[src/gate_fault_pkg.sv]
// Overview of operation
// - Summary bit 7 ORs every fault flag; warning only when routed
// - Bit 6 ORs driver supply, regulator flags
// - Bit 5 ORs charge pump, motor supply
// - Bit 4 ORs six drain-source overcurrents
// - Bit 3 ORs six gate voltage errors
// - Bit 2 ORs three shunt overcurrents
// - Bit 1 thermal shutdown, bit 0 warning
// - Clear command or long enable low clears
// - Supply status bits 7..2, bits 1..0 zero
// - Phase A high nibble, phase B low
// - Phase C bits 7..4, bit 3 zero
// - Bits 2..0 flag shunt channels 1..3
// - Control bits 7..2 make supply faults report-only
// - Control bit 1 makes thermal shutdown report-only
// - Control bit 0 routes warning to pin
// - Status read-only zero; control read-write zero
// - Clear bit self-returns to zero
// - Sleep resets every register; long enable low keeps control
package gate_fault_pkg;

	// Register addresses on the serial port
	localparam logic [6:0] ADDR_SUMMARY = 7'h00;
	localparam logic [6:0] ADDR_SUPPLY = 7'h01;
	localparam logic [6:0] ADDR_PHASE_AB = 7'h02;
	localparam logic [6:0] ADDR_PHASE_C = 7'h03;
	localparam logic [6:0] ADDR_REPORT_CTL = 7'h04;
	localparam logic [6:0] ADDR_CLEAR_CMD = 7'h06;

	// Reset and read-back values
	localparam logic [7:0] REG_RESET = 8'h00;
	localparam logic [7:0] UNMAPPED_READ = 8'h00;
	localparam int CLEAR_BIT = 7;

	// Serial frame layout: read flag, 7 address bits, 8 data bits
	localparam int FRAME_BITS = 16;
	localparam int HEADER_BITS = 8;
	localparam logic READ_FLAG = 1'b1;

	// Enable-low recovery time
	localparam int CLK_PERIOD_NS = 20;
	localparam int EN_LOW_TIME_NS = 850000;
	localparam int EN_LOW_CYCLES_DEF = (EN_LOW_TIME_NS + CLK_PERIOD_NS - 1) / CLK_PERIOD_NS;

	// Supply related fault set, in status and control bit order
	typedef struct packed {
		logic driver_supply_low_flag;
		logic driver_supply_high_flag;
		logic regulator_overcurrent_flag;
		logic charge_pump_low_flag;
		logic motor_supply_low_flag;
		logic motor_supply_high_flag;
	} supply_fault_t;

	// Per phase fault set
	typedef struct packed {
		logic high_ds_overcurrent;
		logic low_ds_overcurrent;
		logic high_gate_error;
		logic low_gate_error;
	} phase_fault_t;

	// All detector events, also the sticky flag store
	typedef struct packed {
		supply_fault_t supply;
		phase_fault_t phase_a;
		phase_fault_t phase_b;
		phase_fault_t phase_c;
		logic shunt1_overcurrent_flag;
		logic shunt2_overcurrent_flag;
		logic shunt3_overcurrent_flag;
		logic thermal_shutdown_flag;
		logic thermal_warning_flag;
	} fault_events_t;

	// Summary status byte
	typedef struct packed {
		logic any_fault;
		logic regulator_error_summary;
		logic supply_voltage_summary;
		logic drain_source_overcurrent_summary;
		logic gate_voltage_error_summary;
		logic shunt_overcurrent_summary;
		logic thermal_shutdown_flag;
		logic thermal_warning_flag;
	} summary_status_t;

	// Supply status byte
	typedef struct packed {
		supply_fault_t supply;
		logic [1:0] unassigned;
	} supply_status_t;

	// Phase C and shunt status byte
	typedef struct packed {
		phase_fault_t phase_c;
		logic unassigned;
		logic shunt1_overcurrent_flag;
		logic shunt2_overcurrent_flag;
		logic shunt3_overcurrent_flag;
	} phase_c_status_t;

	// Fault report control byte
	typedef struct packed {
		logic driver_low_report_only;
		logic driver_high_report_only;
		logic regulator_overcurrent_report_only;
		logic charge_pump_low_report_only;
		logic motor_supply_low_report_only;
		logic motor_supply_high_report_only;
		logic thermal_shutdown_report_only;
		logic thermal_warning_pin_route;
	} report_ctl_t;

	// Serial port states
	typedef enum logic {
		ST_IDLE = 1'b0,
		ST_SHIFT = 1'b1
	} port_state_t;

endpackage : gate_fault_pkg

[src/sync_two_flop.sv]
`timescale 1ns/10ps
module sync_two_flop #(
	parameter int WIDTH = 1
) (
	// Clock and reset
	input wire logic ref_clk,
	input wire logic rst_b,
	// Asynchronous input and synchronised output
	input wire logic [WIDTH-1:0] async_in,
	output logic [WIDTH-1:0] sync_out
);

	logic [WIDTH-1:0] stage1_r;

	// First stage feeds only the second, to keep metastability contained
	always_ff @(posedge ref_clk or negedge rst_b)
	begin
		if (!rst_b)
		begin
			stage1_r <= '0;
			sync_out <= '0;
		end
		else
		begin
			stage1_r <= async_in;
			sync_out <= stage1_r;
		end
	end

endmodule : sync_two_flop

[src/gate_driver_fault_status_bank.sv]
`timescale 1ns/10ps
module gate_driver_fault_status_bank #(
	parameter int EN_LOW_CYCLES = gate_fault_pkg::EN_LOW_CYCLES_DEF
) (
	// Clock and reset
	input wire logic ref_clk,
	input wire logic rst_b,
	// Enable pin and power mode
	input wire logic enable_pin,
	input wire logic sleep_mode,
	// Raw detector events
	input wire gate_fault_pkg::fault_events_t fault_events,
	// Serial register port
	input wire logic spi_cs_n,
	input wire logic spi_sclk,
	input wire logic spi_mosi,
	output logic spi_miso_out,
	output logic spi_miso_oe,
	// Fault pin and protective actions
	output logic error_indicator_pin_n,
	output gate_fault_pkg::supply_fault_t supply_trip,
	output logic thermal_trip
);

	localparam int EV_W = $bits(gate_fault_pkg::fault_events_t);
	localparam int SYNC_W = EV_W + 4;
	localparam int CNT_W = $clog2(EN_LOW_CYCLES + 1);

	logic [SYNC_W-1:0] sync_q;
	gate_fault_pkg::fault_events_t ev_s;
	logic en_s;
	logic cs_n_s;
	logic sclk_s;
	logic mosi_s;
	gate_fault_pkg::fault_events_t flags_r;
	gate_fault_pkg::report_ctl_t ctl_r;
	gate_fault_pkg::summary_status_t summary;
	gate_fault_pkg::supply_status_t supply_stat;
	gate_fault_pkg::phase_c_status_t phase_c_stat;
	logic [7:0] phase_ab_stat;
	logic [CNT_W-1:0] en_low_cnt_r;
	logic en_long_low;
	logic clear_cmd_r;
	logic clear_any;
	gate_fault_pkg::port_state_t state_r;
	logic sclk_prev_r;
	logic sclk_rise;
	logic sclk_fall;
	logic port_active;
	logic [4:0] bit_cnt_r;
	logic [gate_fault_pkg::FRAME_BITS-2:0] rx_r;
	logic [7:0] tx_r;
	logic header_done;
	logic frame_done;
	logic [6:0] hdr_addr;
	logic [6:0] wr_addr;
	logic [7:0] wr_data;
	logic wr_strobe;

	// All pins and detector lines cross into ref_clk here
	sync_two_flop #(
		.WIDTH(SYNC_W)
	) u_sync (
		.ref_clk(ref_clk),
		.rst_b(rst_b),
		.async_in({enable_pin, spi_cs_n, spi_sclk, spi_mosi, fault_events}),
		.sync_out(sync_q)
	);

	// Split synchronised bundle
	assign en_s = sync_q[SYNC_W-1];
	assign cs_n_s = sync_q[SYNC_W-2];
	assign sclk_s = sync_q[SYNC_W-3];
	assign mosi_s = sync_q[SYNC_W-4];
	assign ev_s = gate_fault_pkg::fault_events_t'(sync_q[EV_W-1:0]);

	// Register read decode, used for every read frame
	function automatic logic [7:0] read_reg(input logic [6:0] addr,
		input gate_fault_pkg::summary_status_t s0,
		input gate_fault_pkg::supply_status_t s1,
		input logic [7:0] s2,
		input gate_fault_pkg::phase_c_status_t s3,
		input gate_fault_pkg::report_ctl_t c);
		logic [7:0] val;
		val = gate_fault_pkg::UNMAPPED_READ;
		if (addr == gate_fault_pkg::ADDR_SUMMARY)
			val = s0;
		else if (addr == gate_fault_pkg::ADDR_SUPPLY)
			val = s1;
		else if (addr == gate_fault_pkg::ADDR_PHASE_AB)
			val = s2;
		else if (addr == gate_fault_pkg::ADDR_PHASE_C)
			val = s3;
		else if (addr == gate_fault_pkg::ADDR_REPORT_CTL)
			val = c;
		// Clear command register always reads back as zero
		else if (addr == gate_fault_pkg::ADDR_CLEAR_CMD)
			val = gate_fault_pkg::REG_RESET;
		return val;
	endfunction : read_reg

	// Long enable-low detector; saturates so the clear holds while low
	always_ff @(posedge ref_clk or negedge rst_b)
	begin
		if (!rst_b)
			en_low_cnt_r <= '0;
		else if (en_s)
			en_low_cnt_r <= '0;
		else if (en_low_cnt_r != CNT_W'(EN_LOW_CYCLES))
			en_low_cnt_r <= en_low_cnt_r + CNT_W'(1);
	end

	assign en_long_low = !en_s && (en_low_cnt_r == CNT_W'(EN_LOW_CYCLES));
	assign clear_any = clear_cmd_r | en_long_low | sleep_mode;

	// Sticky flags; a new event wins over a clear in the same cycle
	always_ff @(posedge ref_clk or negedge rst_b)
	begin
		if (!rst_b)
			flags_r <= '0;
		else
			flags_r <= gate_fault_pkg::fault_events_t'((flags_r & ~{EV_W{clear_any}}) | ev_s);
	end

	// Summary byte built from the flag store
	always_comb
	begin
		summary.regulator_error_summary = flags_r.supply.driver_supply_low_flag
			| flags_r.supply.driver_supply_high_flag
			| flags_r.supply.regulator_overcurrent_flag;
		summary.supply_voltage_summary = flags_r.supply.charge_pump_low_flag
			| flags_r.supply.motor_supply_low_flag
			| flags_r.supply.motor_supply_high_flag;
		summary.drain_source_overcurrent_summary = flags_r.phase_a.high_ds_overcurrent
			| flags_r.phase_a.low_ds_overcurrent | flags_r.phase_b.high_ds_overcurrent
			| flags_r.phase_b.low_ds_overcurrent | flags_r.phase_c.high_ds_overcurrent
			| flags_r.phase_c.low_ds_overcurrent;
		summary.gate_voltage_error_summary = flags_r.phase_a.high_gate_error
			| flags_r.phase_a.low_gate_error | flags_r.phase_b.high_gate_error
			| flags_r.phase_b.low_gate_error | flags_r.phase_c.high_gate_error
			| flags_r.phase_c.low_gate_error;
		summary.shunt_overcurrent_summary = flags_r.shunt1_overcurrent_flag
			| flags_r.shunt2_overcurrent_flag | flags_r.shunt3_overcurrent_flag;
		summary.thermal_shutdown_flag = flags_r.thermal_shutdown_flag;
		summary.thermal_warning_flag = flags_r.thermal_warning_flag;
		// overall fault; warning counts only when routed
		summary.any_fault = summary.regulator_error_summary
			| summary.supply_voltage_summary
			| summary.drain_source_overcurrent_summary
			| summary.gate_voltage_error_summary
			| summary.shunt_overcurrent_summary
			| summary.thermal_shutdown_flag
			| (summary.thermal_warning_flag & ctl_r.thermal_warning_pin_route);
	end

	// Detail status bytes
	always_comb
	begin
		supply_stat.supply = flags_r.supply;
		supply_stat.unassigned = '0;
		phase_ab_stat = {flags_r.phase_a, flags_r.phase_b};
		phase_c_stat.phase_c = flags_r.phase_c;
		phase_c_stat.unassigned = 1'b0;
		phase_c_stat.shunt1_overcurrent_flag = flags_r.shunt1_overcurrent_flag;
		phase_c_stat.shunt2_overcurrent_flag = flags_r.shunt2_overcurrent_flag;
		phase_c_stat.shunt3_overcurrent_flag = flags_r.shunt3_overcurrent_flag;
	end

	// Fault pin and protective actions, registered to keep them glitch free
	always_ff @(posedge ref_clk or negedge rst_b)
	begin
		if (!rst_b)
		begin
			error_indicator_pin_n <= 1'b1;
			supply_trip <= '0;
			thermal_trip <= 1'b0;
		end
		else
		begin
			error_indicator_pin_n <= ~summary.any_fault;
			supply_trip <= flags_r.supply & ~ctl_r[7:2];
			thermal_trip <= flags_r.thermal_shutdown_flag & ~ctl_r.thermal_shutdown_report_only;
		end
	end

	// Serial clock edges, found from the synchronised copy
	always_ff @(posedge ref_clk or negedge rst_b)
	begin
		if (!rst_b)
			sclk_prev_r <= 1'b0;
		else
			sclk_prev_r <= sclk_s;
	end

	assign sclk_rise = sclk_s & ~sclk_prev_r;
	assign sclk_fall = ~sclk_s & sclk_prev_r;
	assign port_active = !cs_n_s && en_s;

	// Frame state; a chip select rise mid-frame aborts without effect
	always_ff @(posedge ref_clk or negedge rst_b)
	begin
		if (!rst_b)
			state_r <= gate_fault_pkg::ST_IDLE;
		else
		begin
			case (state_r)
				gate_fault_pkg::ST_IDLE:
					if (port_active)
						state_r <= gate_fault_pkg::ST_SHIFT;
				gate_fault_pkg::ST_SHIFT:
					if (!port_active)
						state_r <= gate_fault_pkg::ST_IDLE;
				default:
					state_r <= gate_fault_pkg::ST_IDLE;
			endcase
		end
	end

	// Frame decode points
	assign header_done = (state_r == gate_fault_pkg::ST_SHIFT) && sclk_rise
		&& (bit_cnt_r == 5'(gate_fault_pkg::HEADER_BITS - 1));
	assign frame_done = (state_r == gate_fault_pkg::ST_SHIFT) && sclk_rise
		&& (bit_cnt_r == 5'(gate_fault_pkg::FRAME_BITS - 1));
	assign hdr_addr = {rx_r[5:0], mosi_s};
	assign wr_addr = rx_r[13:7];
	assign wr_data = {rx_r[6:0], mosi_s};
	assign wr_strobe = frame_done && (rx_r[14] != gate_fault_pkg::READ_FLAG);

	// Receive shifter, sampled on rising serial clock
	always_ff @(posedge ref_clk or negedge rst_b)
	begin
		if (!rst_b)
		begin
			bit_cnt_r <= '0;
			rx_r <= '0;
		end
		else if (state_r == gate_fault_pkg::ST_IDLE)
		begin
			bit_cnt_r <= '0;
			rx_r <= '0;
		end
		else if (sclk_rise && bit_cnt_r != 5'(gate_fault_pkg::FRAME_BITS))
		begin
			bit_cnt_r <= bit_cnt_r + 5'd1;
			rx_r <= {rx_r[gate_fault_pkg::FRAME_BITS-3:0], mosi_s};
		end
	end

	// Transmit shifter; read data is captured once the header is in
	always_ff @(posedge ref_clk or negedge rst_b)
	begin
		if (!rst_b)
			tx_r <= '0;
		else if (state_r == gate_fault_pkg::ST_IDLE)
			tx_r <= '0;
		else if (header_done && rx_r[6] == gate_fault_pkg::READ_FLAG)
			tx_r <= read_reg(hdr_addr, summary, supply_stat, phase_ab_stat, phase_c_stat, ctl_r);
		else if (sclk_fall && bit_cnt_r > 5'(gate_fault_pkg::HEADER_BITS))
			tx_r <= {tx_r[6:0], 1'b0};
	end

	// Data line is driven only inside a frame
	assign spi_miso_out = tx_r[7];
	assign spi_miso_oe = (state_r == gate_fault_pkg::ST_SHIFT);

	// Report control register
	always_ff @(posedge ref_clk or negedge rst_b)
	begin
		if (!rst_b)
			ctl_r <= gate_fault_pkg::REG_RESET;
		else if (sleep_mode)
			ctl_r <= gate_fault_pkg::REG_RESET;
		else if (wr_strobe && wr_addr == gate_fault_pkg::ADDR_REPORT_CTL)
			ctl_r <= wr_data;
	end

	// Clear command, one cycle long and never stored
	always_ff @(posedge ref_clk or negedge rst_b)
	begin
		if (!rst_b)
			clear_cmd_r <= 1'b0;
		else
			clear_cmd_r <= wr_strobe && (wr_addr == gate_fault_pkg::ADDR_CLEAR_CMD)
				&& wr_data[gate_fault_pkg::CLEAR_BIT];
	end

endmodule : gate_driver_fault_status_bank

[config.mk]
export PLATFORM = sky130hd
export DESIGN_NAME = gate_driver_fault_status_bank
export DESIGN_NICKNAME = d
export VERILOG_FILES = /design/src/gate_fault_pkg.sv /design/src/sync_two_flop.sv /design/src/gate_driver_fault_status_bank.sv
export SDC_FILE = /design/constraint.sdc
export NUM_CORES = 1
export LEC_CHECK = 0
export BUFFER_PORTS_ARGS = -buffer_cell sky130_fd_sc_hd__buf_2
export CAP_MARGIN = 10
export CORE_AREA = 2 2 138 140
export CTS_BUF_LIST = sky130_fd_sc_hd__clkbuf_4 sky130_fd_sc_hd__clkbuf_8 sky130_fd_sc_hd__clkbuf_16
export CTS_CLUSTER_DIAMETER = 30
export DETAILED_ROUTE_END_ITERATION = 6
export DIE_AREA = 0 0 140 142
export SLEW_MARGIN = 20
export SYNTH_ARGS = -nofsm -noshare
export SYNTH_HDL_FRONTEND = slang
export SYNTH_SLANG_ARGS = --single-unit
[constraint.sdc]
create_clock -name ref_clk -period 2.5 [get_ports ref_clk]
set_clock_uncertainty 0.15 [all_clocks]
set_input_delay 0.5 -clock ref_clk [delete_from_list [all_inputs] [get_ports ref_clk]]
set_output_delay 0.5 -clock ref_clk [all_outputs]
set_load 0.05 [all_outputs]
* Word level (Yosys, flattened, before mapping)
Index checks and enable logic that the tools add are counted. W data, S select, Z words.
Storage, ports and cells: bits in registers 140, output and inout port bits 10, word-level logic and storage cells 136, input bits 30
Operators by class: multiplexer cells 17, magnitude comparators 1, equality and inequality tests 13, bitwise gates (word level) 38, reduce and logical (&&, ||, !) cells 17, $add $sub $neg 2
Operator list (count):
- $mux W8 | 10
- $mux W16 | 2
- $mux W15 | 2
- $or A1 B1 Y1 | 24
- $and A23 B23 Y23 | 1
- $not A23 Y23 | 1
- $or A23 B23 Y23 | 1
- $eq A7 B3 Y1 const B | 3
- $add A16 B1 Y16 const B | 1
- $eq A16 B16 Y1 const B | 1
- $ne A16 B16 Y1 const B | 1
- $eq A7 B2 Y1 const B | 2
- $logic_and A1 B1 Y1 | 12
- $mux W5 | 2
- $eq A7 B1 Y1 const B | 1
- $logic_not A7 Y1 | 1
- $and A6 B6 Y6 | 1
- $not A6 Y6 | 1
- $add A5 B1 Y5 const B | 1
- $eq A5 B3 Y1 const B | 1
- $eq A5 B4 Y1 const B | 1
- $gt A5 B4 Y1 const B | 1
- $ne A5 B5 Y1 const B | 1
- $not A1 Y1 | 5
- 6 further kinds | 11

* Depth between registers and ports, before layout
Gate-level depths: netlist of the first run.
depth in word-level cells 13, gate-level depth with buffers 8, gate-level depth less buffers 7

* Modules after synthesis
A second synthesis of the first run with hierarchy kept.
Second synthesis, totals: cell total of the unflattened synthesis 425, area, all modules 5454.0 um^2
Modules (own cells, without submodules):
- gate_driver_fault_status_bank | sequential area each 2153.3 um^2, area each 4102.7 um^2, cells an instance 371, times used 1
- sync_two_flop | sequential area each 1351.3 um^2, area each 1351.3 um^2, cells an instance 54, times used 1

* Worst setup path before layout of the first run
No wires, ideal clock.
path kind register -> register, from register bit_cnt_r[0], to register ctl_r[1] (netlist bit), arrival time 2.092 ns, slack 0.126 ns, cell stages (with the launch flop) 8, required time 2.218 ns, buffers on the path 0, setup time 0.132 ns, cell sequence dfrtp_1 -> ha_1 -> and3_1 -> ha_1 -> or4b_4 -> nor4_4 -> mux2i_1 -> nor2_1
On the way: cells in the longest elaborated chain, start to end 5
Ends and longest elaborated chain:
- from (decl) | RTL line gate_driver_fault_status_bank.sv:50 | logic [4:0] bit_cnt_r;
- from (signal assigned) | RTL line gate_driver_fault_status_bank.sv:244 | bit_cnt_r <= bit_cnt_r + 5'd1;
- $eq A5 B4 Y1 | RTL line gate_driver_fault_status_bank.sv:223 | && (bit_cnt_r == 5'(gate_fault_pkg::FRAME_BITS - 1));
- $logic_and A1 B1 Y1 | RTL line gate_driver_fault_status_bank.sv:223
- $logic_and A1 B1 Y1 | RTL line gate_driver_fault_status_bank.sv:227 | assign wr_strobe = frame_done && (rx_r[14] != gate_fault_pkg::READ_FLAG);
- $logic_and A1 B1 Y1 | RTL line gate_driver_fault_status_bank.sv:273 | else if (wr_strobe && wr_addr == gate_fault_pkg::ADDR_REPORT_CTL)
- $reduce_bool A2 Y1 (no line)
- to (signal assigned) | RTL line gate_driver_fault_status_bank.sv:270 | ctl_r <= gate_fault_pkg::REG_RESET;
- to (signal assigned) | RTL line gate_driver_fault_status_bank.sv:272 | ctl_r <= gate_fault_pkg::REG_RESET;
- to (signal assigned) | RTL line gate_driver_fault_status_bank.sv:274 | ctl_r <= wr_data;
- to (decl) | RTL line gate_driver_fault_status_bank.sv:36 | gate_fault_pkg::report_ctl_t ctl_r;
Every way passes these cells. A chain may end at the register's enable or synchronous reset.

* Worst setup path after layout of the first run
from register bit_cnt_r[1], to register ctl_r[5] (netlist bit)
Same word-level chain as after synthesis.

==> results of run 1 <==
kinds of logic (layout without fill, tap and decap cells):
kind of cell | count (synthesis) | after routing | share of synthesized area
AND/OR/NAND/NOR | 135 | 135 | 0.135
buffers and inverters | 26 | 98 | 0.0223
XOR/XNOR | 16 | 16 | 0.0260
AO/OA/AOI/OAI | 74 | 74 | 0.101
flip-flops | 140 | 140 | 0.650
adder cells (fa/ha/maj) | 5 | 5 | 0.0116
multiplexers | 29 | 29 | 0.0543
worst max path at each step:
stage | to | depth (start not counted)
2_1_floorplan | ctl_r[1] | 7
3_3_place_gp | ctl_r[0] | 8
3_5_place_dp | ctl_r[3] | 8
4_1_cts | ctl_r[3] | 8
5_1_grt | en_low_cnt_r[15] | 8
6_report | ctl_r[5] | 8
timing repair:
| action | in CTS | in global routing |
|---|---|---|
| hold endpoints to repair | 55 | 0 |
| endpoints found under the setup margin | 0 | 37 |
| resized for setup | 0 | 3 |
| hold buffers | 1 | 0 |
flip-flops by register name, indices dropped and copies added, names as in the netlist:
| signal | count |
|---|---|
| flags_r | 23 |
| clear_cmd_r | 1 |
| error_indicator_pin_n | 1 |
| u_sync.sync_out | 27 |
| rx_r | 15 |
| spi_miso_oe | 1 |
| thermal_trip | 1 |
| bit_cnt_r | 5 |
| tx_r | 8 |
| ctl_r | 8 |
| sclk_prev_r | 1 |
| en_low_cnt_r | 16 |
| u_sync.stage1_r | 27 |
| supply_trip | 6 |
cell usage in the layout (no fill, tap or decap), types with 3 or more instances in the layout:
cell type,instances
a21o_1,29
a21oi_1,10
a22oi_1,5
a32o_1,6
buf_2,38
buf_4,14
bufinv_16,3
clkbuf_16,17
clkinvlp_4,3
dfrtp_1,138
ha_1,5
inv_1,9
inv_6,6
mux2i_1,27
nand2_1,14
nand2b_1,7
nand3_1,6
nand4_1,6
nor2_1,55
nor2b_1,8
nor3_1,7
nor4_1,9
o21ai_0,6
or3_1,5
or4b_1,4
xnor2_1,8
xor2_1,8
routing by layer:
| metal | part of all wire | global-route usage | wire length (um) |
|---|---|---|---|
| met5 | 0 | 0 | 0 |
| met4 | 0.015 | 0.0473 | 157 |
| met3 | 0.044 | 0.0333 | 471 |
| met2 | 0.48 | 0.186 | 5150 |
| met1 | 0.46 | 0.154 | 5010 |
layout make-up:
type / instances / area [um2] / share of cell area
Clock buffer: 18 / 433 / 0.0657
Clock inverter: 14 / 183 / 0.0277
Inverter: 9 / 33.8 / 0.00513
Multi-Input combinational cell: 259 / 1770 / 0.269
Sequential cell: 140 / 3510 / 0.532
Tap cell: 234 / 293 / 0.0444
Timing Repair Buffer: 57 / 368 / 0.0558
stage by stage:
stage | power (mW) | setup slack [ps] | hold slack [ps] | util
floorplan | 2.56 | 126 | 54.4 | -
global placement | 2.68 | 129 | 184 | 0.322
detailed placement | 2.69 | 101 | 185 | 0.322
CTS | 5.31 | 79.8 | 15.2 | 0.356
global route | 5.44 | 19.6 | 12.4 | 0.357
finish | 5.23 | 160 | 35.9 | 0.357
where the power goes:
group          total (mW)  switching, mW  leakage (nW)  internal (mW)
Sequential           2.40         0.0516          1.72           2.35
Combinational       0.242          0.154         0.878         0.0878
Clock                2.59          0.987         0.292           1.60
Total                5.23           1.19          2.89           4.04
==> impl_metrics.toml, run 1 <==
[min_path]
hp-class = "in -> reg"
min_to = "u_sync.stage1_r[17]"
hp-start = "fault_events[17]"
min_path_cells = 1

[grt]
grt_pass1_vias = 3545
grtUsageTotal = 0.117
grt_pass1_wl_um = 18200
grt_max_degree = 61
grt-ovfl-total = 0
antenna_found_initial = 0

[route]
drt-total-wl_um = 10800
drc = 4
postRouteAntennaNets = 0
vias = 3389
viasPerCell = 4.64
firstDrtPassIters = 7
first_iter_violations = 205
detail_route.wl_per_cell_um = 14.8

[critical_path]
critPathCaptureType = "flop"
r2r_end = "ctl_r[5]"
crit_path_top_delay_cell = "or4b_4"
crit_type = "reg -> reg"
critical_path.max_stage_delay_ps = 490
reg2reg_depth = 8
cp.arrival_ps = 2490
path_buf_inv = 1
critPathLaunch = "bit_cnt_r[1]"
reg2reg_from = "bit_cnt_r[1]"
cp_cell_sequence = "ha_1, and3_1, ha_1, or4b_4, nor4_4, buf_6, mux2i_1, nor2_1"
critPathRequiredTime_ps = 2650
critPathTopFamily = "simple AND/OR/NAND/NOR gates"
start_kind = "flop"
crit_path_frequent_cell = "ha_1"
critPathMaxFanout = 8
r2r_slack_ps = 160

[sta]
finalSetupViolCount = 0
maxSlewViolCount = 0
max_freq_mhz = 427
hold_violations = 0
period_share = 0.936
tightest_slew_ps = 742
slew_headroom = 0.501
rsz0062_at_grt = "false"
fin_tns_setup_ps = 0
finalCriticalPeriod_ps = 2340

[final_layout]
syn_to_final_growth_pct = 22.3
diodes = 0
final_cells = 731
fill_cells = 1779
drive_gt1_frac = 0.201
design_area_um2 = 6590
nets = 519

[logic_synthesis]
synth_top_cells_by_count = "139 x dfrtp_1, 55 x nor2_1, 29 x a21o_1"
synth_cell_types = 53
syn_inst = 425
yosysMostFrequentCell = "dfrtp_1"
ys_warn_count = 0
syn-num-nets = 460
ys_top_cells_by_area = "dfrtp_1 65%, mux2i_1 5.0%, a21o_1 4.0%"
synth_edf_count = 0
synth_largest_area_cell = "dfrtp_1"
syn-cell-area_um2 = 5390
synth.avg_cell_area_um2 = 12.7
yosysTopAreaCellShare = 0.645
synth-seq-cells = 140
ys.flop_type = "dfrtp_1"
seq_area_frac_synth = 0.650
synthArstFlopShare = 1.00

[cts]
post-cts-setup-buffers = 0
clock-sinks = 140
path_clk_slew_ps = 60
clkLatencyLatePin_ps = 420
ctsRootBufferMaster = "clkbuf_16"
numCtsBuffers = 17
clk_path_buf_depth = 2
cts_tree = "yes"
htree_levels = 4

[placement]
port_buffers = 39
place_area_um2 = 5950
placedCellCount = 698
place_congestion = 0.864
hpwl_um = 7480

[power]
leakagePower_nw = 2.89
power_per_cell_area_nw_per_um2 = 794
max-vdd-ir-drop_uv = 521

[die]
dieWidth_um = 140
die_area_um2 = 19900
num_rows = 50
initial_utilization = 0.292
die_h_um = 142
coreArea_um2 = 18500
ios = 40

[outcome]
outcome = "complete, but fails checks"
violations = "design-rule violations"

[job]
drv_cap = 0
Power figures use the tool's default switching activity.
==> run 2: changes to the inputs <==
--- a/config.mk
+++ b/config.mk
@@ -5,13 +5,14 @@
 export SDC_FILE = /design/constraint.sdc
 export NUM_CORES = 1
 export LEC_CHECK = 0
+export ABC_AREA = 1
 export BUFFER_PORTS_ARGS = -buffer_cell sky130_fd_sc_hd__buf_2
 export CAP_MARGIN = 10
-export CORE_AREA = 2 2 138 140
+export CORE_AREA = 2 2 139 141
 export CTS_BUF_LIST = sky130_fd_sc_hd__clkbuf_4 sky130_fd_sc_hd__clkbuf_8 sky130_fd_sc_hd__clkbuf_16
 export CTS_CLUSTER_DIAMETER = 30
 export DETAILED_ROUTE_END_ITERATION = 6
-export DIE_AREA = 0 0 140 142
+export DIE_AREA = 0 0 141 143
 export SLEW_MARGIN = 20
 export SYNTH_ARGS = -nofsm -noshare
 export SYNTH_HDL_FRONTEND = slang
==> impl_metrics.toml, run 2 <==
[die]
die_h_um = 143
die_area_um2 = 20200
ios = 40
coreArea_um2 = 18600
num_rows = 50
initial_utilization = 0.298
dieWidth_um = 141

[cts]
cts_tree = "yes"
cts_resized = 0
htree_levels = 4
ctsRootBufferMaster = "clkbuf_16"
clk_path_buf_depth = 2
path_clk_slew_ps = 60
clock-sinks = 140
numCtsBuffers = 17
clkLatencyLatePin_ps = 410
post-cts-setup-buffers = 0

[min_path]
min_to = "u_sync.stage1_r[19]"
hp-class = "in -> reg"
min_path_cells = 1
hp-start = "fault_events[19]"

[logic_synthesis]
synthArstFlopShare = 1.00
synth_cell_types = 34
yosysMostFrequentCell = "dfrtp_1"
ys_top_cells_by_area = "dfrtp_1 63%, nand2_1 6.2%, inv_1 5.5%"
synth_largest_area_cell = "dfrtp_1"
syn-cell-area_um2 = 5540
synth.avg_cell_area_um2 = 9.87
synth_edf_count = 0
syn_inst = 561
ys.flop_type = "dfrtp_1"
synth-seq-cells = 140
ys_warn_count = 0
synth_top_cells_by_count = "139 x dfrtp_1, 91 x nand2_1, 81 x inv_1"
yosysTopAreaCellShare = 0.628
seq_area_frac_synth = 0.633
syn-num-nets = 596

[route]
drc = 0
dr_wl_met2_um = 4720
wl_met3_um = 422
drt-total-wl_um = 10400
wl_met1_um = 5080
viasPerCell = 4.39
routed.top_layer = "met4"
vias = 3789
postRouteAntennaNets = 0
first_iter_violations = 194
detail_route.wl_per_cell_um = 12.1
firstDrtPassIters = 5

[critical_path]
critPathRequiredTime_ps = 2710
crit_type = "reg -> reg"
start_kind = "flop"
critical_path.max_stage_delay_ps = 360
cp.arrival_ps = 2130
reg2reg_depth = 10
critPathMaxFanout = 9
crit_path_top_delay_cell = "dfrtp_1"
reg2reg_from = "bit_cnt_r[0]"
r2r_slack_ps = 580
critPathCaptureType = "flop"
cp_cell_sequence = "ha_1, nand2_1, nor2_1, ha_1, nand2_1, nor2_1, nand2_1, nor2_4, nand2_1, nand2_1"
r2r_end = "ctl_r[4]"
crit_path_frequent_cell = "nand2_1"

[final_layout]
syn_to_final_growth_pct = 21.0
final_common_cell = "dfrtp_1"
final_cells = 863
nets = 652
fill_cells = 1829
final_cell_mix = "139 x dfrtp_1, 91 x nand2_1, 81 x inv_1"
drive_gt1_frac = 0.153
diodes = 0
reg.largest.list = "u_sync.stage1_r x27, u_sync.sync_out x27, flags_r x23"
final_util = 0.361

[sta]
slew_headroom = 0.571
whs_ps = 34.0
rsz0062_at_grt = "false"
hold_violations = 0
tightest_slew_ps = 643
finalCriticalPeriod_ps = 1920
max_freq_mhz = 520
period_share = 0.769
fin_tns_setup_ps = 0
finalSetupViolCount = 0
maxSlewViolCount = 0

[grt]
grt_pass1_vias = 3558
grtUsageTotal = 0.113
grt_max_degree = 46
antenna_found_initial = 0
grt-ovfl-total = 0
grt_pass1_wl_um = 17700

[placement]
port_buffers = 39
placedCellCount = 831
place_congestion = 0.820
hpwl_um = 7340

[power]
seq_power_share = 0.448
leakagePower_nw = 3.30
power_per_cell_area_nw_per_um2 = 798
max-vdd-ir-drop_uv = 683
netSwitchingFraction = 0.210
p_switching_mw = 1.12
p_total_mw = 5.34
p_int_mw = 4.22
p_comb_frac = 0.044
power_frac_clock = 0.508

[outcome]
outcome = "complete, no violations"

[job]
drv_cap = 0
run 2: changes by cell type in the layout (fill, tap and decap cells not counted), sizes merged, moves of 9 or more:
cell / before / now
buf: 56 / 44
o21bai: 1 / 23
o21ai: 6 / 21
nor2: 55 / 68
mux2i: 27 / 0
a21o: 29 / 0
nand2: 14 / 96
inv: 15 / 86
a22oi: 5 / 14
nand3: 6 / 47
run 2: how the worst max path moves through the flow:
| stage | start | endpoint | depth (start not counted) |
|---|---|---|---|
| detailed placement | bit_cnt_r[1] | ctl_r[4] | 10 |
| global placement | bit_cnt_r[1] | ctl_r[4] | 10 |
| floorplan | spi_miso_oe | tx_r[1] | 9 |
| finish | bit_cnt_r[0] | ctl_r[4] | 10 |
| global route | bit_cnt_r[0] | ctl_r[2] | 10 |
| CTS | spi_miso_oe | spi_miso_oe | 1 |
run 2: critical path, delay by kind of cell (launching register included):
family                   cells  cell delay, ps
adder cells (fa/ha/maj)      2             330
flip-flops                   1             360
AND/OR/NAND/NOR              8            1030
run 2: layer usage:
metal / track usage / vias to the layer above
li1: - / 1920
met1: 0.154 / 1772
met2: 0.169 / 82
met3: 0.0309 / 15
met4: 0.0489 / 0
met5: 0 / -
run 2: logic make-up after synthesis:
| kind of cell | after synthesis | synth area share |
|---|---|---|
| buf+inv | 94 | 0.0683 |
| xor+xnor | 2 | 0.00317 |
| flops | 140 | 0.633 |
| fa+ha+maj | 5 | 0.0113 |
| simple gates | 241 | 0.193 |
| compound gates | 79 | 0.0906 |
run 2: stage by stage:
stage                     cell area [um2]  setup WS, ps
after floorplan                      5540           756
after detailed placement             6040           590
after global placement               6040           592
final                                6700           578
after CTS                            6700           539
after global routing                 6700           346
run 2: cell type report:
type	count	area [um2]	share of cell area
Clock inverter	9	158	0.0235
Inverter	86	323	0.0482
Timing Repair Buffer	45	274	0.0409
Clock buffer	22	494	0.0738
Tap cell	234	293	0.0437
Multi-Input combinational cell	327	1650	0.247
Sequential cell	140	3500	0.523
run 2: power groups by stage:
stage               registers (mW)  clock network [mW]  logic (mW)
floorplan                     2.45                   0       0.103
global placement              2.44                   0       0.239
detailed placement            2.44                   0       0.241
CTS                           2.40                2.78       0.243
global route                  2.41                2.88       0.271
finish                        2.40                2.71       0.236
run 2: what timing repair did:
action | in CTS | in global routing
setup endpoints to repair | 0 | 0
hold buffers | 1 | 0
endpoints found under the hold margin | 42 | 0
==> run 3: changes to the inputs <==
==> constraint.sdc (replaced) <==
create_clock -name ref_clk -period 1.9 [get_ports ref_clk]
set_clock_uncertainty 0.15 [all_clocks]
set_input_delay 0.38 -clock ref_clk [delete_from_list [all_inputs] [get_ports ref_clk]]
set_output_delay 0.38 -clock ref_clk [all_outputs]
set_load 0.05 [all_outputs]
==> impl_metrics.toml, run 3 (synthesis results as in run 2) <==
[outcome]
outcome = "complete, no violations"

[power]
power_per_cell_area_nw_per_um2 = 969
max-vdd-ir-drop_uv = 587
p_total_mw = 7.00
leakagePower_nw = 3.49

[sta]
rsz0062_at_grt = "true"
period_share = 0.949
finalSetupViolCount = 0
hold_violations = 0
whs_ps = 153
slew_headroom = 0.746
tightest_slew_ps = 379
finalCriticalPeriod_ps = 1800
max_freq_mhz = 554
maxSlewViolCount = 0

[critical_path]
critPathRequiredTime_ps = 2060
reg2reg_from = "bit_cnt_r[1]"
reg2reg_depth = 8
critPathMaxFanout = 8
cp.arrival_ps = 1960
setup.worst_path.end = "rx_r[13]"
critPathLaunch = "bit_cnt_r[1]"
crit_type = "reg -> reg"
start_kind = "flop"
critPathCaptureType = "flop"
r2r_end = "rx_r[13]"
r2r_slack_ps = 100

[placement]
place_congestion = 0.855
port_buffers = 39
place_area_um2 = 6140
hpwl_um = 7620
placedCellCount = 841

[die]
dieWidth_um = 141
initial_utilization = 0.298
num_rows = 50
ios = 40
coreArea_um2 = 18600
die_h_um = 143
die_area_um2 = 20200

[cts]
clk_path_buf_depth = 2
htree_levels = 4
clkLatencyLatePin_ps = 420
numCtsBuffers = 17
clock-sinks = 140
cts_tree = "yes"
path_clk_slew_ps = 60
ctsRootBufferMaster = "clkbuf_16"

[grt]
use_met3 = 0.0305
grt_max_degree = 38
grt_pass1_wl_um = 18600
grtUsageTotal = 0.118
grt-ovfl-total = 0
met1_usage = 0.158
met2_usage = 0.184
top_usage_layer = "met2"
antenna_found_initial = 0
grt_pass1_vias = 3756

[final_layout]
final_cell_mix = "139 x dfrtp_1, 84 x nand2_1, 80 x inv_1"
final_common_cell = "dfrtp_1"
final_cells = 904
diodes = 0
reg.largest.list = "u_sync.stage1_r x27, u_sync.sync_out x27, flags_r x23"
nets = 692
syn_to_final_growth_pct = 30.5
final_util = 0.389
drive_gt1_frac = 0.200
design_area_um2 = 7230

[route]
drc = 0
firstDrtPassIters = 4
drt-total-wl_um = 11100
vias = 3950
postRouteAntennaNets = 0
viasPerCell = 4.37
detail_route.wl_per_cell_um = 12.3
first_iter_violations = 167

[min_path]
hp-class = "in -> reg"

[job]
drv_cap = 0
[run 3: cell types whose count changed in the layout (fill, tap and decap cells not counted), sizes merged]
cell / before / now
clkinvlp: 2 / 4
nor2: 68 / 69
inv: 86 / 91
clkbuf: 22 / 18
bufinv: 4 / 3
dlygate4sd3: 1 / 28
buf: 44 / 56
clkinv: 3 / 2
[run 3: area by class of cell]
| cell class | count | area (um2) |
|---|---|---|
| clock buffer | 18 | 439 |
| clock inverter | 14 | 181 |
| fill | 1798 | 11400 |
| inverter | 86 | 333 |
| multi-input combinational | 328 | 1810 |
| sequential | 140 | 3500 |
| tap | 234 | 293 |
| timing repair buffer | 84 | 663 |
[run 3: worst min-delay path by stage]
stage / start / end / slack (ps) / depth (start not counted)
3_5_place_dp: rst_b / supply_trip[4] / 160 / 1
2_1_floorplan: rst_b / bit_cnt_r[0] / -70 / 0
3_3_place_gp: rst_b / supply_trip[4] / 160 / 1
4_1_cts: sleep_mode / ctl_r[6] / 130 / 4
6_report: sleep_mode / ctl_r[7] / 150 / 4
5_1_grt: sleep_mode / ctl_r[7] / 170 / 4
[run 3: worst max-delay path, cell delays in order, from the launching register on]
cell	delay, ps
dfrtp_1	410
buf_6	140
inv_4	50
ha_4	120
nand3_2	100
o21ai_4	310
nor2_4	150
a22oi_2	200
inv_1	60
[run 3: per-stage QoR]
stage                     worst slack [ps]  setup TNS, ps
after floorplan                        156              0
after global placement                42.6              0
after detailed placement              10.7              0
after CTS                             17.5              0
after global routing                 -39.8          -64.2
final                                 96.0              0
[run 3: metal layers]
layer | up-vias | share of wire
met2 | 66 | 0.46
li1 | 2008 | -
met1 | 1863 | 0.48
met3 | 13 | 0.040
met5 | - | 0
met4 | 0 | 0.016
[run 3: timing repair]
item	in CTS	in global routing
endpoints found under the setup margin	2	29
resized for setup	2	38
setup buffers	0	2
cloned	0	1
pin swaps	1	9
endpoints found under the hold margin	56	0
hold buffers	28	0
[run 3: power breakdown]
part	leakage, nW	switching [mW]	total [mW]	internal (mW)
clock	0.291	1.33	3.45	2.12
combinational	1.48	0.242	0.398	0.157
sequential	1.72	0.0572	3.15	3.09
